<file path="src/csrs_pkg.sv">
// Purpose: shared constants and types of the chip-select route and stretch
// Assumes: apb register bus with 32-bit data, one word per register
// Notes:   register byte address is four times the register index

package csrs_pkg;

  // ****************************************
  // register map
  // ****************************************
  localparam int         APB_AW        = 12;
  localparam logic [7:0] IDX_STRETCH   = 8'h5a;
  localparam logic [7:0] IDX_GEN1_CTRL = 8'h5d;
  localparam logic [7:0] IDX_GEN2_CTRL = 8'h5f;
  localparam logic [7:0] IDX_STATUS    = 8'h60;

  localparam logic [APB_AW-1:0] ADDR_STRETCH   = {2'h0, IDX_STRETCH, 2'h0};
  localparam logic [APB_AW-1:0] ADDR_GEN1_CTRL = {2'h0, IDX_GEN1_CTRL, 2'h0};
  localparam logic [APB_AW-1:0] ADDR_GEN2_CTRL = {2'h0, IDX_GEN2_CTRL, 2'h0};
  localparam logic [APB_AW-1:0] ADDR_STATUS    = {2'h0, IDX_STATUS, 2'h0};

  // ****************************************
  // field positions and reset values
  // ****************************************
  localparam int G1_DRIVES_G2_BIT   = 7;
  localparam int G1_DRIVES_PROG_BIT = 6;
  localparam int G1_POL_BIT         = 5;
  localparam int G2_DRIVES_PROG_BIT = 6;
  localparam int G2_POL_BIT         = 5;

  localparam logic [7:0] STRETCH_RESET = 8'h00;
  localparam logic       CTRL_BIT_RESET = 1'b0;
  localparam logic [1:0] STRETCH_NONE  = 2'h0;
  localparam logic       POL_LOW       = 1'b0;

  // ****************************************
  // timing
  // ****************************************
  localparam int ECLK_HALF_DEFAULT = 2;

  // ****************************************
  // types
  // ****************************************
  typedef struct packed {
    logic io;
    logic gen1;
    logic gen2;
    logic prog;
  } csrs_sel_t;

  typedef struct packed {
    logic [1:0] io_stretch_count;
    logic [1:0] gen1_stretch_count;
    logic [1:0] gen2_stretch_count;
    logic [1:0] program_stretch_count;
  } csrs_stretch_t;

  typedef struct packed {
    logic gen1_drives_gen2;
    logic gen1_drives_program_sel;
    logic gen2_drives_program_sel;
    logic gen1_polarity;
    logic gen2_polarity;
  } csrs_route_t;

  typedef struct packed {
    logic program_select_pin;
    logic general_select_one_pin;
    logic general_select_two_pin;
    logic io_select_pin;
  } csrs_pins_t;

  localparam csrs_pins_t PINS_RESET = 4'hf;

  typedef struct packed {
    logic              eclk;
    logic              stretching;
    logic [1:0]        stretch_left;
    csrs_sel_t         claim;
  } csrs_status_t;

  typedef struct packed {
    logic              psel;
    logic              penable;
    logic              pwrite;
    logic [APB_AW-1:0] paddr;
    logic [31:0]       pwdata;
  } csrs_apb_req_t;

  typedef struct packed {
    logic [31:0] prdata;
    logic        pready;
    logic        pslverr;
  } csrs_apb_rsp_t;

  typedef enum logic {ECLK_LOW, ECLK_HIGH} csrs_eclk_state_t;

  typedef enum logic [2:0] {
    REG_NONE, REG_STRETCH, REG_GEN1, REG_GEN2, REG_STATUS
  } csrs_reg_sel_t;

endpackage : csrs_pkg

</file>
<file path="src/csrs_eclk_gen.sv">
// Purpose: bus phase clock divider with high-phase stretching
// Assumes: stretch count is steady from cycle start to the rising phase
// Notes:   timer tick runs from its own divider so stretching never halts it

`timescale 1ns/1ps

module csrs_eclk_gen #(
  parameter int HALF = csrs_pkg::ECLK_HALF_DEFAULT
) (
  input  wire logic       i_ref_clk,
  input  wire logic       i_reset,
  input  wire logic [1:0] i_stretch_count,
  output logic            o_eclk,
  output logic            o_cycle_start,
  output logic            o_stretching,
  output logic [1:0]      o_stretch_left,
  output logic            o_timer_tick
);

  localparam int CW = $clog2(2 * HALF + 1);
  localparam logic [CW-1:0] HALF_LAST = CW'(HALF - 1);
  localparam logic [CW-1:0] FULL_LAST = CW'(2 * HALF - 1);

  typedef struct packed {
    csrs_pkg::csrs_eclk_state_t phase;
    logic [CW-1:0]              cnt;
    logic [1:0]                 left;
    logic                       stretching;
    logic [CW-1:0]              tick_cnt;
    logic                       tick;
    logic                       start;
  } csrs_eclk_st_t;

  csrs_eclk_st_t st_reg;
  csrs_eclk_st_t st_next;

  always_comb begin
    st_next       = st_reg;
    st_next.tick  = 1'b0;
    st_next.start = 1'b0;
    // free-running nominal cycle tick for timers and baud
    if (st_reg.tick_cnt == FULL_LAST) begin
      st_next.tick_cnt = '0;
      st_next.tick     = 1'b1;
    end else begin
      st_next.tick_cnt = st_reg.tick_cnt + CW'(1);
    end
    case (st_reg.phase)
      csrs_pkg::ECLK_LOW: begin
        if (st_reg.cnt == HALF_LAST) begin
          st_next.phase = csrs_pkg::ECLK_HIGH;
          st_next.cnt   = '0;
          st_next.left  = i_stretch_count;
        end else begin
          st_next.cnt = st_reg.cnt + CW'(1);
        end
      end
      csrs_pkg::ECLK_HIGH: begin
        if (st_reg.cnt == (st_reg.stretching ? FULL_LAST : HALF_LAST)) begin
          st_next.cnt = '0;
          if (st_reg.left != csrs_pkg::STRETCH_NONE) begin
            // each extra bus cycle keeps the clock high a full period
            st_next.left       = st_reg.left - 2'h1;
            st_next.stretching = 1'b1;
          end else begin
            st_next.phase      = csrs_pkg::ECLK_LOW;
            st_next.stretching = 1'b0;
            st_next.start      = 1'b1;
          end
        end else begin
          st_next.cnt = st_reg.cnt + CW'(1);
        end
      end
      default: begin
        st_next = '0;
      end
    endcase
  end

  always_ff @(posedge i_ref_clk) begin
    if (i_reset) begin
      st_reg <= '0;
    end else begin
      st_reg <= st_next;
    end
  end

  assign o_eclk         = (st_reg.phase == csrs_pkg::ECLK_HIGH);
  assign o_cycle_start  = st_reg.start;
  assign o_stretching   = st_reg.stretching;
  assign o_stretch_left = st_reg.left;
  assign o_timer_tick   = st_reg.tick;

endmodule : csrs_eclk_gen

</file>
<file path="src/csrs_top.sv">
// Purpose: chip-select output routing and bus phase clock stretching
// Assumes: range hits and access come from logic on i_ref_clk
// Notes:   apb slave, zero wait states, unmapped address answers pslverr
//
// Notes on behaviour
// all eight drive-bit settings give a defined pin outcome
// fixed priority among ranges still picks the claiming select
// gen2 drives program: gen2 ored into program pin, gen2 pin idle
// gen1 drives program: gen1 ored into program pin, gen1 pin idle
// gen1 drives gen2 alone: gen2 pin serves both general areas
// gen1-to-gen2 plus gen2-to-program: gen1 own area, gen2 pin idle
// both drive program: program pin serves all three areas
// chip-select pins change only in step with the bus phase clock
// nonzero count holds bus clock high that many extra cycles
// stretch only on accesses inside that select's range
// timer and baud ticks keep running during a stretch
// stretch register: io 7:6, gen1 5:4, gen2 3:2, program 1:0
// field value is binary count of extra cycles, 0 to 3
// stretch fields clear to zero at reset
// drive bits at gen1 control 7 and 6, gen2 control 6
// polarity bit 0 active low, 1 active high, merged pins too
// stretch count comes from the claiming select before merging
// software keeps chip-select ranges apart
//
// The APB interface to the registers is this design's own decision.

`timescale 1ns/1ps

module csrs_top #(
  parameter int ECLK_HALF = csrs_pkg::ECLK_HALF_DEFAULT
) (
  input  wire logic                i_ref_clk,
  input  wire logic                i_reset,
  input  wire csrs_pkg::csrs_apb_req_t i_apb,
  output csrs_pkg::csrs_apb_rsp_t  o_apb,
  input  wire logic                i_access,
  input  wire csrs_pkg::csrs_sel_t i_range_hit,
  output logic                     o_eclk,
  output logic                     o_bus_cycle_start,
  output logic                     o_timer_tick,
  output csrs_pkg::csrs_pins_t     o_pins
);

  // ****************************************
  // state
  // ****************************************
  typedef struct packed {
    csrs_pkg::csrs_stretch_t stretch;
    csrs_pkg::csrs_route_t   route;
    csrs_pkg::csrs_sel_t     claim;
    csrs_pkg::csrs_pins_t    pins;
    logic [31:0]             prdata;
    logic                    pslverr;
  } csrs_top_st_t;

  csrs_top_st_t st_reg;
  csrs_top_st_t st_next;

  logic       eclk;
  logic       cycle_start;
  logic       stretching;
  logic [1:0] stretch_left;
  logic       timer_tick;
  logic [1:0] cycle_stretch;

  // ****************************************
  // functions
  // ****************************************

  // address decode, shared by read and write paths
  function automatic csrs_pkg::csrs_reg_sel_t decode_addr(
    input logic [csrs_pkg::APB_AW-1:0] addr
  );
    csrs_pkg::csrs_reg_sel_t r;
    r = csrs_pkg::REG_NONE;
    case (addr)
      csrs_pkg::ADDR_STRETCH:   r = csrs_pkg::REG_STRETCH;
      csrs_pkg::ADDR_GEN1_CTRL: r = csrs_pkg::REG_GEN1;
      csrs_pkg::ADDR_GEN2_CTRL: r = csrs_pkg::REG_GEN2;
      csrs_pkg::ADDR_STATUS:    r = csrs_pkg::REG_STATUS;
      default:                  r = csrs_pkg::REG_NONE;
    endcase
    return r;
  endfunction : decode_addr

  // one winner among raw range hits; io first, program last
  // so the boot area never shadows a more specific select
  function automatic csrs_pkg::csrs_sel_t resolve_claim(
    input csrs_pkg::csrs_sel_t hit
  );
    csrs_pkg::csrs_sel_t c;
    c = '0;
    if (hit.io) begin
      c.io = 1'b1;
    end else if (hit.gen1) begin
      c.gen1 = 1'b1;
    end else if (hit.gen2) begin
      c.gen2 = 1'b1;
    end else if (hit.prog) begin
      c.prog = 1'b1;
    end
    return c;
  endfunction : resolve_claim

  // count of the claiming select, taken before any merging
  function automatic logic [1:0] stretch_of(
    input csrs_pkg::csrs_sel_t     c,
    input csrs_pkg::csrs_stretch_t s
  );
    logic [1:0] n;
    n = csrs_pkg::STRETCH_NONE;
    if (c.io) begin
      n = s.io_stretch_count;
    end else if (c.gen1) begin
      n = s.gen1_stretch_count;
    end else if (c.gen2) begin
      n = s.gen2_stretch_count;
    end else if (c.prog) begin
      n = s.program_stretch_count;
    end
    return n;
  endfunction : stretch_of

  // pin level from assertion and polarity bit
  function automatic logic pin_level(
    input logic asserted,
    input logic pol
  );
    return (pol == csrs_pkg::POL_LOW) ? ~asserted : asserted;
  endfunction : pin_level

  // merge claimed selects onto pins
  function automatic csrs_pkg::csrs_pins_t route_pins(
    input csrs_pkg::csrs_sel_t   c,
    input csrs_pkg::csrs_route_t r
  );
    csrs_pkg::csrs_pins_t p;
    logic prog_a;
    logic gen1_a;
    logic gen2_a;
    logic g1_to_g2;
    // program pin collects whichever generals are routed to it
    prog_a = c.prog
           | (r.gen1_drives_program_sel & c.gen1)
           | (r.gen2_drives_program_sel & c.gen2);
    // gen1-to-gen2 only counts while gen1 is not sent to program
    g1_to_g2 = r.gen1_drives_gen2 & ~r.gen1_drives_program_sel;
    // gen2 pin silent whenever gen2 drives program
    gen2_a = ~r.gen2_drives_program_sel
           & (c.gen2 | (g1_to_g2 & c.gen1));
    // gen1 pin keeps its area unless moved to program or to a live
    // gen2 pin; with gen2 sent to program gen1 stays on its own
    gen1_a = c.gen1 & ~r.gen1_drives_program_sel
           & ~(g1_to_g2 & ~r.gen2_drives_program_sel);
    // merged outputs follow the polarity of the pin they land on
    p.program_select_pin     = pin_level(prog_a, csrs_pkg::POL_LOW);
    p.general_select_one_pin = pin_level(gen1_a, r.gen1_polarity);
    p.general_select_two_pin = pin_level(gen2_a, r.gen2_polarity);
    p.io_select_pin          = pin_level(c.io, csrs_pkg::POL_LOW);
    return p;
  endfunction : route_pins

  // read value of one register
  function automatic logic [7:0] read_byte(
    input csrs_pkg::csrs_reg_sel_t sel,
    input csrs_top_st_t            s,
    input csrs_pkg::csrs_status_t  stat
  );
    logic [7:0] b;
    b = '0;
    case (sel)
      csrs_pkg::REG_STRETCH: begin
        b = s.stretch;
      end
      csrs_pkg::REG_GEN1: begin
        b[csrs_pkg::G1_DRIVES_G2_BIT]   = s.route.gen1_drives_gen2;
        b[csrs_pkg::G1_DRIVES_PROG_BIT] = s.route.gen1_drives_program_sel;
        b[csrs_pkg::G1_POL_BIT]         = s.route.gen1_polarity;
      end
      csrs_pkg::REG_GEN2: begin
        b[csrs_pkg::G2_DRIVES_PROG_BIT] = s.route.gen2_drives_program_sel;
        b[csrs_pkg::G2_POL_BIT]         = s.route.gen2_polarity;
      end
      csrs_pkg::REG_STATUS: begin
        b = stat;
      end
      default: begin
        b = '0;
      end
    endcase
    return b;
  endfunction : read_byte

  // ****************************************
  // bus phase clock
  // ****************************************

  // the claim about to be latched is used on the start cycle itself,
  // so the count stays with its access even for a one-clock low phase
  assign cycle_stretch = stretch_of(st_next.claim, st_reg.stretch);

  csrs_eclk_gen #(
    .HALF(ECLK_HALF)
  ) u_eclk (
    .i_ref_clk      (i_ref_clk),
    .i_reset        (i_reset),
    .i_stretch_count(cycle_stretch),
    .o_eclk         (eclk),
    .o_cycle_start  (cycle_start),
    .o_stretching   (stretching),
    .o_stretch_left (stretch_left),
    .o_timer_tick   (timer_tick)
  );

  // ****************************************
  // next state
  // ****************************************
  always_comb begin
    csrs_pkg::csrs_reg_sel_t sel;
    csrs_pkg::csrs_status_t  stat;
    csrs_pkg::csrs_sel_t     claim_new;
    logic                    setup;
    logic                    wr;
    sel       = decode_addr(i_apb.paddr);
    setup     = i_apb.psel & ~i_apb.penable;
    wr        = i_apb.psel & i_apb.penable & i_apb.pwrite;
    claim_new = '0;
    stat.eclk         = eclk;
    stat.stretching   = stretching;
    stat.stretch_left = stretch_left;
    stat.claim        = st_reg.claim;
    st_next = st_reg;

    // read data and error are prepared in setup and held in access
    if (setup) begin
      st_next.prdata  = 32'(read_byte(sel, st_reg, stat));
      st_next.pslverr = (sel == csrs_pkg::REG_NONE);
    end

    if (wr) begin
      case (sel)
        csrs_pkg::REG_STRETCH: begin
          // two-bit binary counts per select
          st_next.stretch = csrs_pkg::csrs_stretch_t'(i_apb.pwdata[7:0]);
        end
        csrs_pkg::REG_GEN1: begin
          // every combination accepted as written
          st_next.route.gen1_drives_gen2 =
            i_apb.pwdata[csrs_pkg::G1_DRIVES_G2_BIT];
          st_next.route.gen1_drives_program_sel =
            i_apb.pwdata[csrs_pkg::G1_DRIVES_PROG_BIT];
          st_next.route.gen1_polarity =
            i_apb.pwdata[csrs_pkg::G1_POL_BIT];
        end
        csrs_pkg::REG_GEN2: begin
          st_next.route.gen2_drives_program_sel =
            i_apb.pwdata[csrs_pkg::G2_DRIVES_PROG_BIT];
          st_next.route.gen2_polarity =
            i_apb.pwdata[csrs_pkg::G2_POL_BIT];
        end
        default: begin
          // status is read only; unmapped writes already flagged
          st_next.stretch = st_reg.stretch;
        end
      endcase
    end

    // pins and claim move only at a bus cycle boundary, so a
    // register write mid-cycle cannot glitch a select
    if (cycle_start) begin
      if (i_access) begin
        claim_new = resolve_claim(i_range_hit);
      end
      // idle cycles claim nothing, so they never stretch
      st_next.claim = claim_new;
      st_next.pins  = route_pins(claim_new, st_next.route);
    end
  end

  // ****************************************
  // registers
  // ****************************************
  always_ff @(posedge i_ref_clk) begin
    if (i_reset) begin
      st_reg.stretch <= csrs_pkg::STRETCH_RESET;
      st_reg.route   <= {5{csrs_pkg::CTRL_BIT_RESET}};
      st_reg.claim   <= '0;
      st_reg.pins    <= csrs_pkg::PINS_RESET;
      st_reg.prdata  <= '0;
      st_reg.pslverr <= 1'b0;
    end else begin
      st_reg <= st_next;
    end
  end

  // ****************************************
  // outputs
  // ****************************************
  // zero wait states: every access phase completes in its first cycle
  assign o_apb = '{prdata: st_reg.prdata, pready: 1'b1,
                   pslverr: st_reg.pslverr};
  assign o_pins            = st_reg.pins;
  assign o_eclk            = eclk;
  assign o_bus_cycle_start = cycle_start;
  assign o_timer_tick      = timer_tick;

endmodule : csrs_top

</file>
<file path="config.mk">
export PLATFORM = sky130hd
export DESIGN_NAME = csrs_top
export DESIGN_NICKNAME = d
export VERILOG_FILES = /design/src/csrs_pkg.sv /design/src/csrs_eclk_gen.sv /design/src/csrs_top.sv
export SDC_FILE = /design/constraint.sdc
export NUM_CORES = 1
export LEC_CHECK = 0
export BUFFER_PORTS_ARGS = -buffer_cell sky130_fd_sc_hd__buf_2
export CAP_MARGIN = 20
export CORE_MARGIN = 8
export CORE_UTILIZATION = 45
export CTS_CLUSTER_DIAMETER = 60
export CTS_CLUSTER_SIZE = 10
export DETAILED_ROUTE_END_ITERATION = 8
export PLACE_DENSITY = 0.87
export SLEW_MARGIN = 20
export SYNTH_ARGS = -nofsm -noshare
export SYNTH_HDL_FRONTEND = slang
export SYNTH_SLANG_ARGS = --single-unit
</file>
<file path="constraint.sdc">
create_clock -name i_ref_clk -period 1.9 [get_ports i_ref_clk]
set_input_delay 0.285 -clock i_ref_clk [delete_from_list [all_inputs] [get_ports i_ref_clk]]
set_output_delay 0.285 -clock i_ref_clk [all_outputs]
set_load 0.005 [all_outputs]
</file>
==> flow_summary.ini <==
[timing]
post-route-min-period_ns = 1.743
worst_slew_pin_slew_ns = 0.5576
final_min_period_over_clock_period_pct = 91.73
slew-limit-headroom_pct = 62.75
timing.final.max_slew_violations = 0
finalHoldViolations = 0
final.setup_skew_ns = 0.006866
setup_violations = 0
unrepaired_setup_endpoints_after_global_routing = no
max_freq_ghz = 0.5738

[status]
status = finished, final reports clean

[die]
vertical_die_dimension_um = 87.43
core_region_area_um2 = 5010
num_rows = 26
top_level_ports = 95
initial_core_utilization_pct = 45.83
area_of_the_die_um2 = 7644
die_x_um = 87.43

[pwr]
seq_power_share_pct = 49.4
net_switching_power_w = 0.0005021
clockPowerShare_pct = 35.9
power.share.switching_pct = 25.91
peakVddDrop_mv = 0.3953
power_per_cell_area_nw_per_um2 = 745.7
power.static_leakage_nw = 1.147
power.combinational.fraction_pct = 14.6
internal_pwr_total_w = 0.001436
finalPower_w = 0.001938

[placement]
gp_congestion = 0.9510
dp.final_hpwl_um = 4308
portBuffers = 45
dpl.cell_count = 379

[logic_synthesis]
post-synth-top-count-cell = sky130_fd_sc_hd__dfxtp_1
ys.warnings.count = 0
count_of_flip_flops_with_a_built_in_enable_after_synthesis = 0
ys_ff_latch = 42
yosys_most_used_dff = sky130_fd_sc_hd__dfxtp_1
syn_area_um2 = 2296
synth-async-reset-ratio_pct = 0
synth.area.top_cells = sky130_fd_sc_hd__dfxtp_1 (37%), sky130_fd_sc_hd__buf_4 (12%), sky130_fd_sc_hd__nor2_1 (5.6%)
synth_top_area_share_pct = 36.62
top_post_synthesis_cells_by_count = sky130_fd_sc_hd__dfxtp_1 (42), sky130_fd_sc_hd__buf_4 (38), sky130_fd_sc_hd__nor2_1 (34)
number_of_instances_in_the_synthesized_netlist = 274
synth-seq-area-share_pct = 36.62
synth_top_cell_by_area = sky130_fd_sc_hd__dfxtp_1
synthDistinctLibCells = 50
syn-mean-instance-area_um2 = 8.379

[clock_network]
cts_tree = yes
sink_count = 42
postCtsHoldBufs = 0
clock_tree.buffer_depth = 2
post_cts_resized = 0
clock_latency_ns = 0.30
cts.clk_slew.worst_paths_ns = 0.08
cts_max_level = 2
clockRootBuffer = sky130_fd_sc_hd__clkbuf_8
cts_setup_buffers = 0
numCtsBuffers = 5

[worst_setup_path]
cp_top_family = compound AO/OA/AOI/OAI gates
worstReg2RegStart = u_eclk.o_stretch_left[0]$_SDFFE_PP0P_
timing_worst_setup_path_type = reg -> reg
cp_cell_instances = inv_1 -> ha_1 -> nor4_1 -> buf_4 -> nor2_1 -> a221o_1 -> o21a_1
critical_path.startpoint_type = flip-flop
startpoint = u_eclk.o_stretch_left[0]$_SDFFE_PP0P_
critical_path_required_ns = 2.10
worstSetupEndpointType = flip-flop
biggest_cell_delay_along_the_critical_path_ns = 0.36
path_max_fanout = 3
slowest_stage = sky130_fd_sc_hd__dfxtp_1
path_buf_inv = 2
critical_path_arrival_ns = 1.94

[hold_path]
hold_path.startpoint = i_apb[0]
min_path_type = in -> reg

[route]
drt-wirelength-per-cell_um = 14.26
drt-vias-per-instance = 5.111
drtPass1Iterations = 4
detailroute.via_count = 1978
ant_nets = 0
drt_drc_violations_left = 0
drt_first_iter_violations = 144
totalWireLength_um = 5518

[final_layout]
finalNetCount = 375
largest_reg_flops = 17
fillers = 498
fin_cells = 387
core_occupancy_in_the_finished_layout_pct = 51.87
areaGrowthSynthToFinish_pct = 13.19
antennaDiodeCount = 0
drive_above_1_share_pct = 24.61

[global_routing]
grt_first_pass_wirelength_um = 8735
globalRoute.totalOverflow = 0
grt_pass1_vias = 1886
grt_antenna_before_repair = 0
grt_start_max_net_pins = 26
grt_util_all_layers_pct = 14.60

[run]
cap_viol_max_count = 0
==> cell usage in the layout, fill, tap and decap left out, types with 3 or more instances in the layout <==
master                      n
sky130_fd_sc_hd__buf_2     45
sky130_fd_sc_hd__o21a_1     3
sky130_fd_sc_hd__nor2_1    34
sky130_fd_sc_hd__nor3_1    16
sky130_fd_sc_hd__conb_1    25
sky130_fd_sc_hd__mux2i_1    5
sky130_fd_sc_hd__nand2b_1   3
sky130_fd_sc_hd__nor2b_1    8
sky130_fd_sc_hd__a221oi_1   6
sky130_fd_sc_hd__ha_1       5
sky130_fd_sc_hd__o21ai_0    3
sky130_fd_sc_hd__inv_1     12
sky130_fd_sc_hd__and3_1     6
sky130_fd_sc_hd__buf_4     17
sky130_fd_sc_hd__nand2_1   11
sky130_fd_sc_hd__a22oi_1    8
sky130_fd_sc_hd__a21oi_1   14
sky130_fd_sc_hd__dfxtp_1   42
sky130_fd_sc_hd__clkbuf_8   5
sky130_fd_sc_hd__and2_1     4
sky130_fd_sc_hd__nand3_1    6
==> area by class of cell <==
cell class                 instances  area (µm²)  area share (%)
clock buffer                       5       68.82           2.648
clock inverter                     3       40.04           1.541
inverter                          12       45.04           1.733
multi-input combinational        193        1164           44.78
sequential                        42       840.8           32.35
tap                               70       87.58           3.370
timing repair buffer              62       352.8           13.58
==> path summary, 6_finish.rpt <==
path / endpoint / slack (ns) / cells past startpoint
worst min register to register: u_eclk.st_reg[2]$_SDFF_PP0_ / 0.43 / 1
worst min-delay path: st_reg[46]$_SDFFE_PP0P_ / 0.23 / 3
worst max-delay path: u_eclk.o_stretch_left[0]$_SDFFE_PP0P_ / 0.16 / 7
worst max register to register: u_eclk.o_stretch_left[0]$_SDFFE_PP0P_ / 0.16 / 7
==> per-layer routing <==
layer | global-route usage [%] | wire length (µm) | up-vias
met5 | 0 | 0 | -
met4 | 7.500 | 131 | 0
met3 | 4.340 | 485 | 12
met2 | 23.07 | 2547 | 85
met1 | 17.38 | 2354 | 901
li1 | - | - | 980
==> worst reg2reg max path: stages, from the launching register on <==
cell	delay [ns]
sky130_fd_sc_hd__dfxtp_1	0.36
sky130_fd_sc_hd__inv_1	0.08
sky130_fd_sc_hd__ha_1	0.23
sky130_fd_sc_hd__nor4_1	0.28
sky130_fd_sc_hd__buf_4	0.18
sky130_fd_sc_hd__nor2_1	0.07
sky130_fd_sc_hd__a221o_1	0.27
sky130_fd_sc_hd__o21a_1	0.18
==> power by group through the flow <==
stage | registers [W] | clock network [W] | logic (W)
2_1_floorplan | 0.000971 | 0 | 0.000221
3_3_place_gp | 0.000976 | 0 | 0.000270
3_5_place_dp | 0.000978 | 0 | 0.000279
4_1_cts | 0.000958 | 0.000709 | 0.000282
5_1_grt | 0.000965 | 0.000747 | 0.000322
6_report | 0.000958 | 0.000697 | 0.000283
==> metrics by stage <==
step	worst slack [ns]	hold slack (ns)	TNS (ns)	cell area, µm²
after floorplan	0.1376	0.4084	0	2382
after global placement	-0.02306	0.4160	-0.04868	2490
after detailed placement	-0.1133	0.4266	-0.2741	2490
after CTS	0.1599	0.2290	0	2599
after global routing	0.02157	0.2360	0	2599
final	0.1571	0.2318	0	2599
==> logic make-up after synthesis <==
group | synth area share (%)
xor+xnor | 0.3815
mux | 2.180
simple gates | 24.14
flops | 36.62
compound gates | 17.17
fa+ha+maj | 2.725
other cells | 0.3271
buf+inv | 16.46
Power figures use the tool's default switching activity.
